===== src/design/stm_regs.svh =====
`ifndef STM_REGS_SVH
`define STM_REGS_SVH
// Register indices; byte address is four times the index
`define STM_IDX_CTRL   30'h01FF8050
`define STM_IDX_STEP   30'h01FF8052
`define STM_IDX_DELAY  30'h01FF8054
`define STM_IDX_PAT    30'h01FF8056
`define STM_IDX_CUR1   30'h01FF804C
`define STM_IDX_CUR2   30'h01FF804E
`define STM_IDX_DIV    30'h01FF8850
// Control bit positions
`define STM_B_IRQCLR   0
`define STM_B_EN       1
`define STM_B_DIR      2
`define STM_B_HALF     3
`define STM_B_SYNC     4
`define STM_B_PWR      5
`define STM_B_SMISEL   6
`define STM_B_CDEF     8
`define STM_B_C1       10
`define STM_B_C2       12
`define STM_B_C3       14
// Reset values
`define STM_CTRL_RST   16'hFF00
`define STM_CUR_RST    2'h3
// Timing
`define STM_DIV_BASE   8
`define STM_TMR_W      14
`define STM_THR_W      12
`define STM_DIV_W      5
`endif


===== src/design/stm_pkg.sv =====
package stm_pkg;
    typedef logic [3:0] stm_nib_t;
    typedef logic [1:0] stm_cur_t;
    typedef enum logic [3:0]
    {
        ST_IDLE  = 4'b0001,
        ST_WAIT  = 4'b0010,
        ST_DELAY = 4'b0100,
        ST_STEP  = 4'b1000
    } stm_state_t;
endpackage


===== src/design/stm_tick_if.sv =====
`timescale 1ns/100ps
`default_nettype none
interface stm_tick_if;
    logic [4:0] div_n;
    logic       run;
    logic       tick;
    modport ctl (output div_n, output run, input tick);
    modport gen (input div_n, input run, output tick);
endinterface
`default_nettype wire


===== src/design/stm_stepping_clock_div.sv =====
`timescale 1ns/100ps
`default_nettype none
`include "stm_regs.svh"
module stm_stepping_clock_div
(
    input  wire logic pclk,
    input  wire logic presetn,
    stm_tick_if.gen   tk
);
    import stm_pkg::*;
    logic [7:0] cnt_q;
    logic [7:0] lim;

    // One enable per 8*(n+1) clocks
    assign lim = {tk.div_n, 3'h7};
    always_ff @(posedge pclk or negedge presetn)
    begin
        if (!presetn)
        begin
            cnt_q   <= 8'h00;
            tk.tick <= 1'b0;
        end
        else if (!tk.run)
        begin
            cnt_q   <= 8'h00;
            tk.tick <= 1'b0;
        end
        else
        begin
            tk.tick <= (cnt_q == lim);
            cnt_q   <= (cnt_q == lim) ? 8'h00 : cnt_q + 8'h01;
        end
    end
endmodule // stm_stepping_clock_div
`default_nettype wire


===== src/design/stm_motor_ctrl.sv =====
`timescale 1ns/100ps
`default_nettype none
`include "stm_regs.svh"
// Behaviour
// - Stepping clock is clock over 8*(n+1)
// - Divider spans fast to slow stepping rates
// - Step timer spans 14 bits of ticks
// - Pre-step delay timer runs before first step
// - Control bit 2 picks rotation sense
// - Control bit 3 picks full or half step
// - Control bit 4 waits delay load for sync
// - Bit 1 enables stepping, bit 0 clears interrupt
// - Control bit 5 drives motor power output
// - Full step uses low pattern nibble only
// - Half step pairs nibbles, outputs low nibble
// - Two-bit winding current code output
// - Two thresholds split step into three periods
// - Period codes from bits 11:10, 13:12, 15:14
// - Thresholds and codes take effect next step
// - Current forced to 11 at reset, GENERAL_PURPOSE_OUTPUT mode
// - Disabled stepping drives default code bits 9:8
// - Bit 6 routes current code to shared pins
// - Step interval is n+1 stepping clocks
// - First threshold switches to second code
// - Second threshold switches to third code
// - Expiry advances pattern, reloads, raises interrupt
module stm_motor_ctrl
(
    input  wire logic         pclk,
    input  wire logic         presetn,
    input  wire logic [31:0]  paddr,
    input  wire logic         psel,
    input  wire logic         penable,
    input  wire logic         pwrite,
    input  wire logic [31:0]  pwdata,
    input  wire logic [3:0]   pstrb,
    output logic      [31:0]  prdata,
    output logic              pready,
    output logic              pslverr,
    input  wire logic         scan_start_sync_pulse,
    input  wire logic         gp_out_mode,
    input  wire stm_pkg::stm_nib_t general_purpose_output,
    output stm_pkg::stm_nib_t shared_motor_pins,
    output stm_pkg::stm_nib_t phase_outputs,
    output stm_pkg::stm_cur_t winding_current_code,
    output logic              motor_power_output,
    output logic              step_interrupt
);
    import stm_pkg::*;

    logic [15:0]           ctrl_q;
    logic                  irq_q;
    logic [`STM_TMR_W-1:0] step_q;
    logic [`STM_TMR_W-1:0] delay_q;
    logic [7:0]            pat_q;
    logic [`STM_DIV_W-1:0] div_q;
    logic [`STM_THR_W-1:0] cur1_q;
    logic [`STM_THR_W-1:0] cur2_q;
    logic [`STM_THR_W-1:0] thr1_a_q;
    logic [`STM_THR_W-1:0] thr2_a_q;
    logic [5:0]            codes_a_q;
    logic [`STM_TMR_W-1:0] sval_a_q;
    logic [`STM_TMR_W-1:0] cnt_q;
    stm_state_t            state_q;
    stm_cur_t              cur_q;
    stm_nib_t              pins_q;
    logic [31:0]           rdata_q;
    logic                  err_q;
    logic                  sync1_q;
    logic                  sync2_q;
    logic                  sync3_q;
    logic                  sync_edge;
    logic                  en;
    logic                  acc;
    logic                  wr;
    logic [15:0]           wmask;
    logic [15:0]           wval;
    logic                  hit_ctrl;
    logic                  hit_step;
    logic                  hit_delay;
    logic                  hit_pat;
    logic                  hit_cur1;
    logic                  hit_cur2;
    logic                  hit_div;
    logic                  mapped;
    logic                  irq_clr;
    logic                  load_delay;
    logic                  step_pulse;
    logic                  thr1_ok;
    logic                  thr2_ok;
    logic [15:0]           rsel;

    stm_tick_if tk ();

    stm_stepping_clock_div u_div
    (
        .pclk    (pclk),
        .presetn (presetn),
        .tk      (tk.gen)
    );

    assign tk.div_n = div_q;
    assign tk.run   = en;

    // APB decode
    assign acc       = psel & penable;
    assign wr        = acc & pwrite & ~err_q;
    assign wmask     = {{8{pstrb[1]}}, {8{pstrb[0]}}};
    assign wval      = pwdata[15:0];
    assign hit_ctrl  = (paddr[31:2] == `STM_IDX_CTRL);
    assign hit_step  = (paddr[31:2] == `STM_IDX_STEP);
    assign hit_delay = (paddr[31:2] == `STM_IDX_DELAY);
    assign hit_pat   = (paddr[31:2] == `STM_IDX_PAT);
    assign hit_cur1  = (paddr[31:2] == `STM_IDX_CUR1);
    assign hit_cur2  = (paddr[31:2] == `STM_IDX_CUR2);
    assign hit_div   = (paddr[31:2] == `STM_IDX_DIV);
    assign mapped    = hit_ctrl | hit_step | hit_delay | hit_pat | hit_cur1 | hit_cur2 | hit_div;
    assign pready    = 1'b1;
    assign pslverr   = acc & err_q;
    assign prdata    = rdata_q;

    always_comb
    begin
        rsel = 16'h0000;
        if (hit_ctrl)
            rsel = {ctrl_q[15:8], 1'b0, ctrl_q[6:1], irq_q};
        else if (hit_step)
            rsel = {2'h0, step_q};
        else if (hit_delay)
            rsel = {2'h0, delay_q};
        else if (hit_pat)
            rsel = {8'h00, pat_q};
        else if (hit_cur1)
            rsel = {4'h0, cur1_q};
        else if (hit_cur2)
            rsel = {4'h0, cur2_q};
        else if (hit_div)
            rsel = {11'h000, div_q};
    end

    // Read data and error captured in the setup cycle
    always_ff @(posedge pclk or negedge presetn)
    begin
        if (!presetn)
        begin
            rdata_q <= 32'h0000_0000;
            err_q   <= 1'b0;
        end
        else if (psel && !penable)
        begin
            rdata_q <= {16'h0000, rsel};
            err_q   <= ~mapped;
        end
    end

    // Control register; bit 0 is a write-one strobe
    always_ff @(posedge pclk or negedge presetn)
    begin
        if (!presetn)
            ctrl_q <= `STM_CTRL_RST;
        else if (wr && hit_ctrl)
            ctrl_q <= ((ctrl_q & ~wmask) | (wval & wmask)) & 16'hFF7E;
    end

    always_ff @(posedge pclk or negedge presetn)
    begin
        if (!presetn)
        begin
            step_q  <= 14'h0000;
            delay_q <= 14'h0000;
            cur1_q  <= 12'h000;
            cur2_q  <= 12'h000;
            div_q   <= 5'h00;
        end
        else if (wr)
        begin
            if (hit_step)
                step_q <= (step_q & wmask[13:0]) ^ ((step_q ^ wval[13:0]) & wmask[13:0])
                          | (step_q & ~wmask[13:0]);
            if (hit_delay)
                delay_q <= (delay_q & ~wmask[13:0]) | (wval[13:0] & wmask[13:0]);
            if (hit_cur1)
                cur1_q <= (cur1_q & ~wmask[11:0]) | (wval[11:0] & wmask[11:0]);
            if (hit_cur2)
                cur2_q <= (cur2_q & ~wmask[11:0]) | (wval[11:0] & wmask[11:0]);
            if (hit_div && pstrb[0])
                div_q <= wval[4:0];
        end
    end

    assign en      = ctrl_q[`STM_B_EN];
    assign irq_clr = wr & hit_ctrl & pstrb[0] & wval[`STM_B_IRQCLR];

    // Scan start pulse synchroniser and edge
    always_ff @(posedge pclk or negedge presetn)
    begin
        if (!presetn)
        begin
            sync1_q <= 1'b0;
            sync2_q <= 1'b0;
            sync3_q <= 1'b0;
        end
        else
        begin
            sync1_q <= scan_start_sync_pulse;
            sync2_q <= sync1_q;
            sync3_q <= sync2_q;
        end
    end
    assign sync_edge = sync2_q & ~sync3_q;

    assign load_delay = en && ((state_q == ST_IDLE && !ctrl_q[`STM_B_SYNC])
                        || (state_q == ST_WAIT && sync_edge));
    assign step_pulse = en && tk.tick && cnt_q == 14'h0000
                        && (state_q == ST_DELAY || state_q == ST_STEP);

    // Step and delay timer sequencing
    always_ff @(posedge pclk or negedge presetn)
    begin
        if (!presetn)
        begin
            state_q <= ST_IDLE;
            cnt_q   <= 14'h0000;
        end
        else if (!en)
        begin
            state_q <= ST_IDLE;
            cnt_q   <= 14'h0000;
        end
        else
        begin
            unique case (state_q)
                ST_IDLE:
                begin
                    if (load_delay)
                    begin
                        cnt_q   <= delay_q;
                        state_q <= ST_DELAY;
                    end
                    else
                        state_q <= ST_WAIT;
                end
                ST_WAIT:
                begin
                    if (load_delay)
                    begin
                        cnt_q   <= delay_q;
                        state_q <= ST_DELAY;
                    end
                end
                ST_DELAY, ST_STEP:
                begin
                    if (step_pulse)
                    begin
                        cnt_q   <= step_q;
                        state_q <= ST_STEP;
                    end
                    else if (tk.tick)
                        cnt_q <= cnt_q - 14'h0001;
                end
                default:
                    state_q <= ST_IDLE;
            endcase
        end
    end

    // Double-buffered thresholds and codes
    always_ff @(posedge pclk or negedge presetn)
    begin
        if (!presetn)
        begin
            thr1_a_q  <= 12'h000;
            thr2_a_q  <= 12'h000;
            codes_a_q <= 6'h3F;
            sval_a_q  <= 14'h0000;
        end
        else if (load_delay || step_pulse)
        begin
            thr1_a_q  <= cur1_q;
            thr2_a_q  <= cur2_q;
            codes_a_q <= ctrl_q[15:10];
            sval_a_q  <= step_pulse ? step_q : delay_q;
        end
    end

    assign thr1_ok = (thr1_a_q != 12'h000) && ({2'h0, thr1_a_q} < sval_a_q);
    assign thr2_ok = (thr2_a_q != 12'h000) && (thr2_a_q < thr1_a_q);

    // Winding current code
    always_ff @(posedge pclk or negedge presetn)
    begin
        if (!presetn)
            cur_q <= `STM_CUR_RST;
        else if (gp_out_mode)
            cur_q <= `STM_CUR_RST;
        else if (!en)
            cur_q <= ctrl_q[`STM_B_CDEF +: 2];
        else if (state_q == ST_STEP && thr2_ok && {2'h0, thr2_a_q} >= cnt_q)
            cur_q <= codes_a_q[5:4];
        else if (state_q == ST_STEP && thr1_ok && {2'h0, thr1_a_q} >= cnt_q)
            cur_q <= codes_a_q[3:2];
        else
            cur_q <= codes_a_q[1:0];
    end

    // Phase pattern register and advance
    always_ff @(posedge pclk or negedge presetn)
    begin
        if (!presetn)
            pat_q <= 8'h00;
        else if (wr && hit_pat && gp_out_mode && pstrb[0])
            pat_q <= wval[7:0];
        else if (step_pulse && !ctrl_q[`STM_B_HALF])
        begin
            if (!ctrl_q[`STM_B_DIR])
                pat_q[3:0] <= {pat_q[2:0], pat_q[3]};
            else
                pat_q[3:0] <= {pat_q[0], pat_q[3:1]};
        end
        else if (step_pulse)
        begin
            if (!ctrl_q[`STM_B_DIR])
                pat_q <= {pat_q[2:0], pat_q[3], pat_q[7:4]};
            else
                pat_q <= {pat_q[3:0], pat_q[4], pat_q[7:5]};
        end
    end

    // Step interrupt, clear wins
    always_ff @(posedge pclk or negedge presetn)
    begin
        if (!presetn)
            irq_q <= 1'b0;
        else if (irq_clr)
            irq_q <= 1'b0;
        else if (step_pulse)
            irq_q <= 1'b1;
    end

    // Shared pin routing
    always_ff @(posedge pclk or negedge presetn)
    begin
        if (!presetn)
            pins_q <= 4'h0;
        else
        begin
            pins_q[1:0] <= gp_out_mode ? general_purpose_output[1:0] : pat_q[1:0];
            if (ctrl_q[`STM_B_SMISEL])
                pins_q[3:2] <= cur_q;
            else
                pins_q[3:2] <= gp_out_mode ? general_purpose_output[3:2] : pat_q[3:2];
        end
    end

    assign shared_motor_pins    = pins_q;
    assign phase_outputs        = pat_q[3:0];
    assign winding_current_code = cur_q;
    assign motor_power_output   = ctrl_q[`STM_B_PWR];
    assign step_interrupt       = irq_q;
endmodule // stm_motor_ctrl
`default_nettype wire


===== config.mk =====
export PLATFORM = sky130hd
export DESIGN_NAME = stm_motor_ctrl
export DESIGN_NICKNAME = d
export VERILOG_FILES = /design/src/design/stm_pkg.sv /design/src/design/stm_tick_if.sv /design/src/design/stm_stepping_clock_div.sv /design/src/design/stm_motor_ctrl.sv
export VERILOG_INCLUDE_DIRS = /design/src /design/src/design
export SDC_FILE = /design/constraint.sdc
export NUM_CORES = 1
export LEC_CHECK = 0
export BUFFER_PORTS_ARGS = -buffer_cell sky130_fd_sc_hd__buf_2
export CAP_MARGIN = 15
export CORE_MARGIN = 10
export CORE_UTILIZATION = 53
export DETAILED_ROUTE_END_ITERATION = 10
export PLACE_DENSITY = 0.77
export SYNTH_ARGS = -nofsm -noshare
export SYNTH_HDL_FRONTEND = slang
export SYNTH_HIERARCHICAL = 1
export SYNTH_SLANG_ARGS = --single-unit

===== constraint.sdc =====
create_clock -name pclk -period 2.3 [get_ports pclk]
set_clock_uncertainty 0.15 [all_clocks]
set_input_delay 0.115 -clock pclk [delete_from_list [all_inputs] [get_ports pclk]]
set_output_delay 0.115 -clock pclk [all_outputs]
set_load 0.01 [all_outputs]

==> flow_summary.json <==
{
  "run_status": "finished, violations left",
  "violations": "setup timing",
  "starting_density_of_the_core": 0.535,
  "drt_iter0_markers": 763,
  "fp.dieW_um": 157,
  "postLayoutCoreUtil": 0.684,
  "timing.critical_path.required_ps": 2460,
  "avgViaCountPerCell": 6.08,
  "die_h_um": 157,
  "avgSynthCellArea_um2": 10.7,
  "final.period_utilization": 1.03,
  "synth_edf_count": 0,
  "cell_pwr_density_mw_per_mm2": 501,
  "max_slew.worst_pin.slew_ps": 539,
  "post_drt_wl_per_cell_um": 21.8,
  "wire_length_of_the_first_global_routing_pass_um": 46000,
  "drv.max_cap_violation_count": 0,
  "timing.reg2reg.worst_path_depth": 11,
  "areaGrowthSynthToFinish_pct": 27.8,
  "setup_total_negative_slack_ps": -1080,
  "root_buffer": "sky130_fd_sc_hd__clkbuf_16",
  "grt_max_degree": 55,
  "postSynth.asyncResetShare": 1.00,
  "drt.antenna.violating_nets": 0,
  "tritoncts_buffer_count": 17,
  "yosys_most_used_dff": "sky130_fd_sc_hd__dfrtp_1",
  "grt.overflow.total": 0,
  "grt_antenna_before_repair": 0,
  "irDropWorstVdd_mv": 0.449,
  "worstPathMaxFanout": 6,
  "globalplace.congestion": 0.873,
  "synth.ff_latch_count": 177,
  "met2_usage": 0.386,
  "worst_hold_path_type": "input port to asynchronous set/reset pin",
  "endpoint_kind": "flip-flop",
  "crit_path_start_kind": "flip-flop",
  "die_outline_area_mm2": 0.0246,
  "worst_slew_margin_rel": 0.631,
  "hpwlAfterDp_um": 21000,
  "clock_pin_transition_on_the_worst_setup_and_hold_timing_paths_ps": 70,
  "grt_busiest_layer": "met2",
  "worstSkewPairLatency_ps": 440,
  "reg_to_reg_critical_path_endpoint": "cnt_q[7]",
  "final-max-slew-violation-count": 0,
  "final_hold_fails": 0,
  "path_class": "flip-flop to flip-flop",
  "std_cell_rows": 50,
  "synth.lib_cells_used.distinct": 76,
  "clockBufferDepth": 2,
  "global_route.usage.total": 0.238,
  "number_of_warnings_issued_by_yosys": 6,
  "finalNonFillerCells": 1384,
  "placement.io_buffers": 87,
  "route.final.wire_length_um": 30100,
  "max_freq_ghz": 0.421,
  "regToRegStartpoint": "cnt_q[9]",
  "via_count": 8415,
  "cts_tree": "yes",
  "cts_max_level": 4,
  "synth_instances": 931,
  "holdWs_ps": 34.0,
  "final.setup.worst_slack_ps": -72.9,
  "fin_nets": 1264,
  "cts_sinks": 177,
  "groute.layer.met3.usage": 0.0521,
  "grt_setup_unrepaired": "yes",
  "synthesis.area_mm2": 0.00994,
  "setup-violations-final": 31,
  "drive_gt1_frac": 0.382,
  "use_met1": 0.302,
  "first_global_vias": 8482,
  "power.static_leakage_nw": 6.03,
  "worst_ep_arrival_time_ps": 2530,
  "io_pins": 125,
  "final_period_minus_worst_setup_slack_ps": 2370,
  "portion_of_the_post_synthesis_area_used_by_sequential_elements": 0.448,
  "place_inst": 1308,
  "first_pass_iters": 5,
  "r2r_setup_slack_ps": -70,
  "insertedDiodeCount": 0,
  "post-route-drc-count": 0,
  "core_area_mm2": 0.0186
}
## worst max-delay path, cell delays in order, from the launching register on
cell and delay [ps]:
sky130_fd_sc_hd__dfrtp_1 420, sky130_fd_sc_hd__buf_6 140, sky130_fd_sc_hd__nor4_4 260, sky130_fd_sc_hd__buf_4 160
sky130_fd_sc_hd__and3b_1 200, sky130_fd_sc_hd__nand4_1 140, sky130_fd_sc_hd__buf_6 200, sky130_fd_sc_hd__buf_12 150
sky130_fd_sc_hd__nor2_4 150, sky130_fd_sc_hd__a211oi_4 60, sky130_fd_sc_hd__a21oi_2 150, sky130_fd_sc_hd__a21oi_2 70
## metrics by stage
step	setup slack, ps	area [um^2]	total power [mW]
3_3_place_gp	-324	11300	3.55
2_1_floorplan	-197	10000	3.37
4_1_cts	-77.7	12300	6.39
3_5_place_dp	-349	11300	3.56
6_report	-72.9	12700	6.37
5_1_grt	-130	12700	6.58
## final cells by class
type / instances / area, um^2
Multi-Input combinational cell: 666 / 5470
Tap cell: 234 / 293
Timing Repair Buffer: 235 / 1780
Clock buffer: 18 / 429
Clock inverter: 14 / 140
Inverter: 40 / 150
Fill cell: 1270 / 5870
Sequential cell: 177 / 4450
## worst max path at each step
stage,cells past startpoint,start,end,slack [ps]
final,11,cnt_q[9],cnt_q[7],-70
after CTS,8,cnt_q[8],winding_current_code[1],-80
after detailed placement,7,paddr[7],flip-flop,-350
after global placement,7,paddr[7],flip-flop,-320
after global routing,11,cnt_q[9],cnt_q[7],-130
after floorplan,6,paddr[7],flip-flop,-200
## cells in the final DEF, fill, tap and decap left out, types with 8 or more instances in the layout
master                            n
sky130_fd_sc_hd__a211oi_1         9
sky130_fd_sc_hd__a21o_1           9
sky130_fd_sc_hd__a21oi_1         33
sky130_fd_sc_hd__a221oi_1         8
sky130_fd_sc_hd__a31oi_1         21
sky130_fd_sc_hd__buf_12           9
sky130_fd_sc_hd__buf_2           86
sky130_fd_sc_hd__buf_4          105
sky130_fd_sc_hd__clkbuf_16       18
sky130_fd_sc_hd__conb_1          17
sky130_fd_sc_hd__dfrtp_1        158
sky130_fd_sc_hd__dfstp_2         17
sky130_fd_sc_hd__dlygate4sd3_1   27
sky130_fd_sc_hd__ha_1            43
sky130_fd_sc_hd__inv_1           36
sky130_fd_sc_hd__mux2_2          92
sky130_fd_sc_hd__mux2_4          14
sky130_fd_sc_hd__mux2i_1         31
sky130_fd_sc_hd__nand2_1         82
sky130_fd_sc_hd__nand2b_1         9
sky130_fd_sc_hd__nand3_1         19
sky130_fd_sc_hd__nand4_1         10
sky130_fd_sc_hd__nor2_1          45
sky130_fd_sc_hd__nor2_4          11
sky130_fd_sc_hd__nor2b_1         11
sky130_fd_sc_hd__o21ai_0         22
sky130_fd_sc_hd__o21ai_1         16
sky130_fd_sc_hd__o22ai_1          8
sky130_fd_sc_hd__xnor2_1          9
sky130_fd_sc_hd__xor2_1          10
## report_power, final
group	leakage [nW]	internal [mW]	switching, mW
sequential	2.31	3.15	0.0196
clock	0.280	1.44	1.39
combinational	3.43	0.146	0.225
## cell families after synthesis
group,share of synthesized area
flip-flops,0.448
other,0.000755
AND/OR/NAND/NOR,0.136
AO/OA/AOI/OAI,0.123
adder cells (fa/ha/maj),0.0604
XOR/XNOR,0.0176
multiplexers,0.166
buffers and inverters,0.0489
## layer usage
layer  wire [um]  vias up  part of all wire
li1            -     3781                 -
met1       12100     4130              0.40
met2       14600      410              0.48
met3        2340       94             0.078
met4        1090        0             0.036
met5           0        -                 0
## synthesized netlist by cell type (9+ instances only)
library cell,number,share of area
sky130_fd_sc_hd__buf_4,22,0.017
sky130_fd_sc_hd__a21oi_1,38,0.019
sky130_fd_sc_hd__nor2_1,56,0.021
sky130_fd_sc_hd__nand3_1,20,0.010
sky130_fd_sc_hd__mux2_4,13,0.020
sky130_fd_sc_hd__a21o_1,9,0.0068
sky130_fd_sc_hd__nor3_1,10,0.0050
sky130_fd_sc_hd__a211oi_1,15,0.011
sky130_fd_sc_hd__xnor2_1,10,0.0088
sky130_fd_sc_hd__a31oi_1,22,0.014
sky130_fd_sc_hd__mux2i_1,32,0.032
sky130_fd_sc_hd__dfstp_2,17,0.045
sky130_fd_sc_hd__nor2b_1,11,0.0069
sky130_fd_sc_hd__xor2_1,10,0.0088
sky130_fd_sc_hd__dfrtp_1,160,0.40
sky130_fd_sc_hd__nand2_1,83,0.031
sky130_fd_sc_hd__inv_1,40,0.015
sky130_fd_sc_hd__nand2b_1,10,0.0063
sky130_fd_sc_hd__mux2_2,92,0.10
sky130_fd_sc_hd__nand4_1,10,0.0063
sky130_fd_sc_hd__ha_1,48,0.060
sky130_fd_sc_hd__o21ai_0,38,0.019
sky130_fd_sc_hd__clkbuf_1,31,0.012
sky130_fd_sc_hd__o22ai_1,9,0.0057
## timing repair
item,CTS,global route
cloned,0,3
pin swaps,9,27
setup buffers,2,12
hold buffers,27,0
endpoints found under the hold margin,239,0
setup endpoints to repair,45,51
resized for setup,29,88
(Power assumes the default switching activity.)
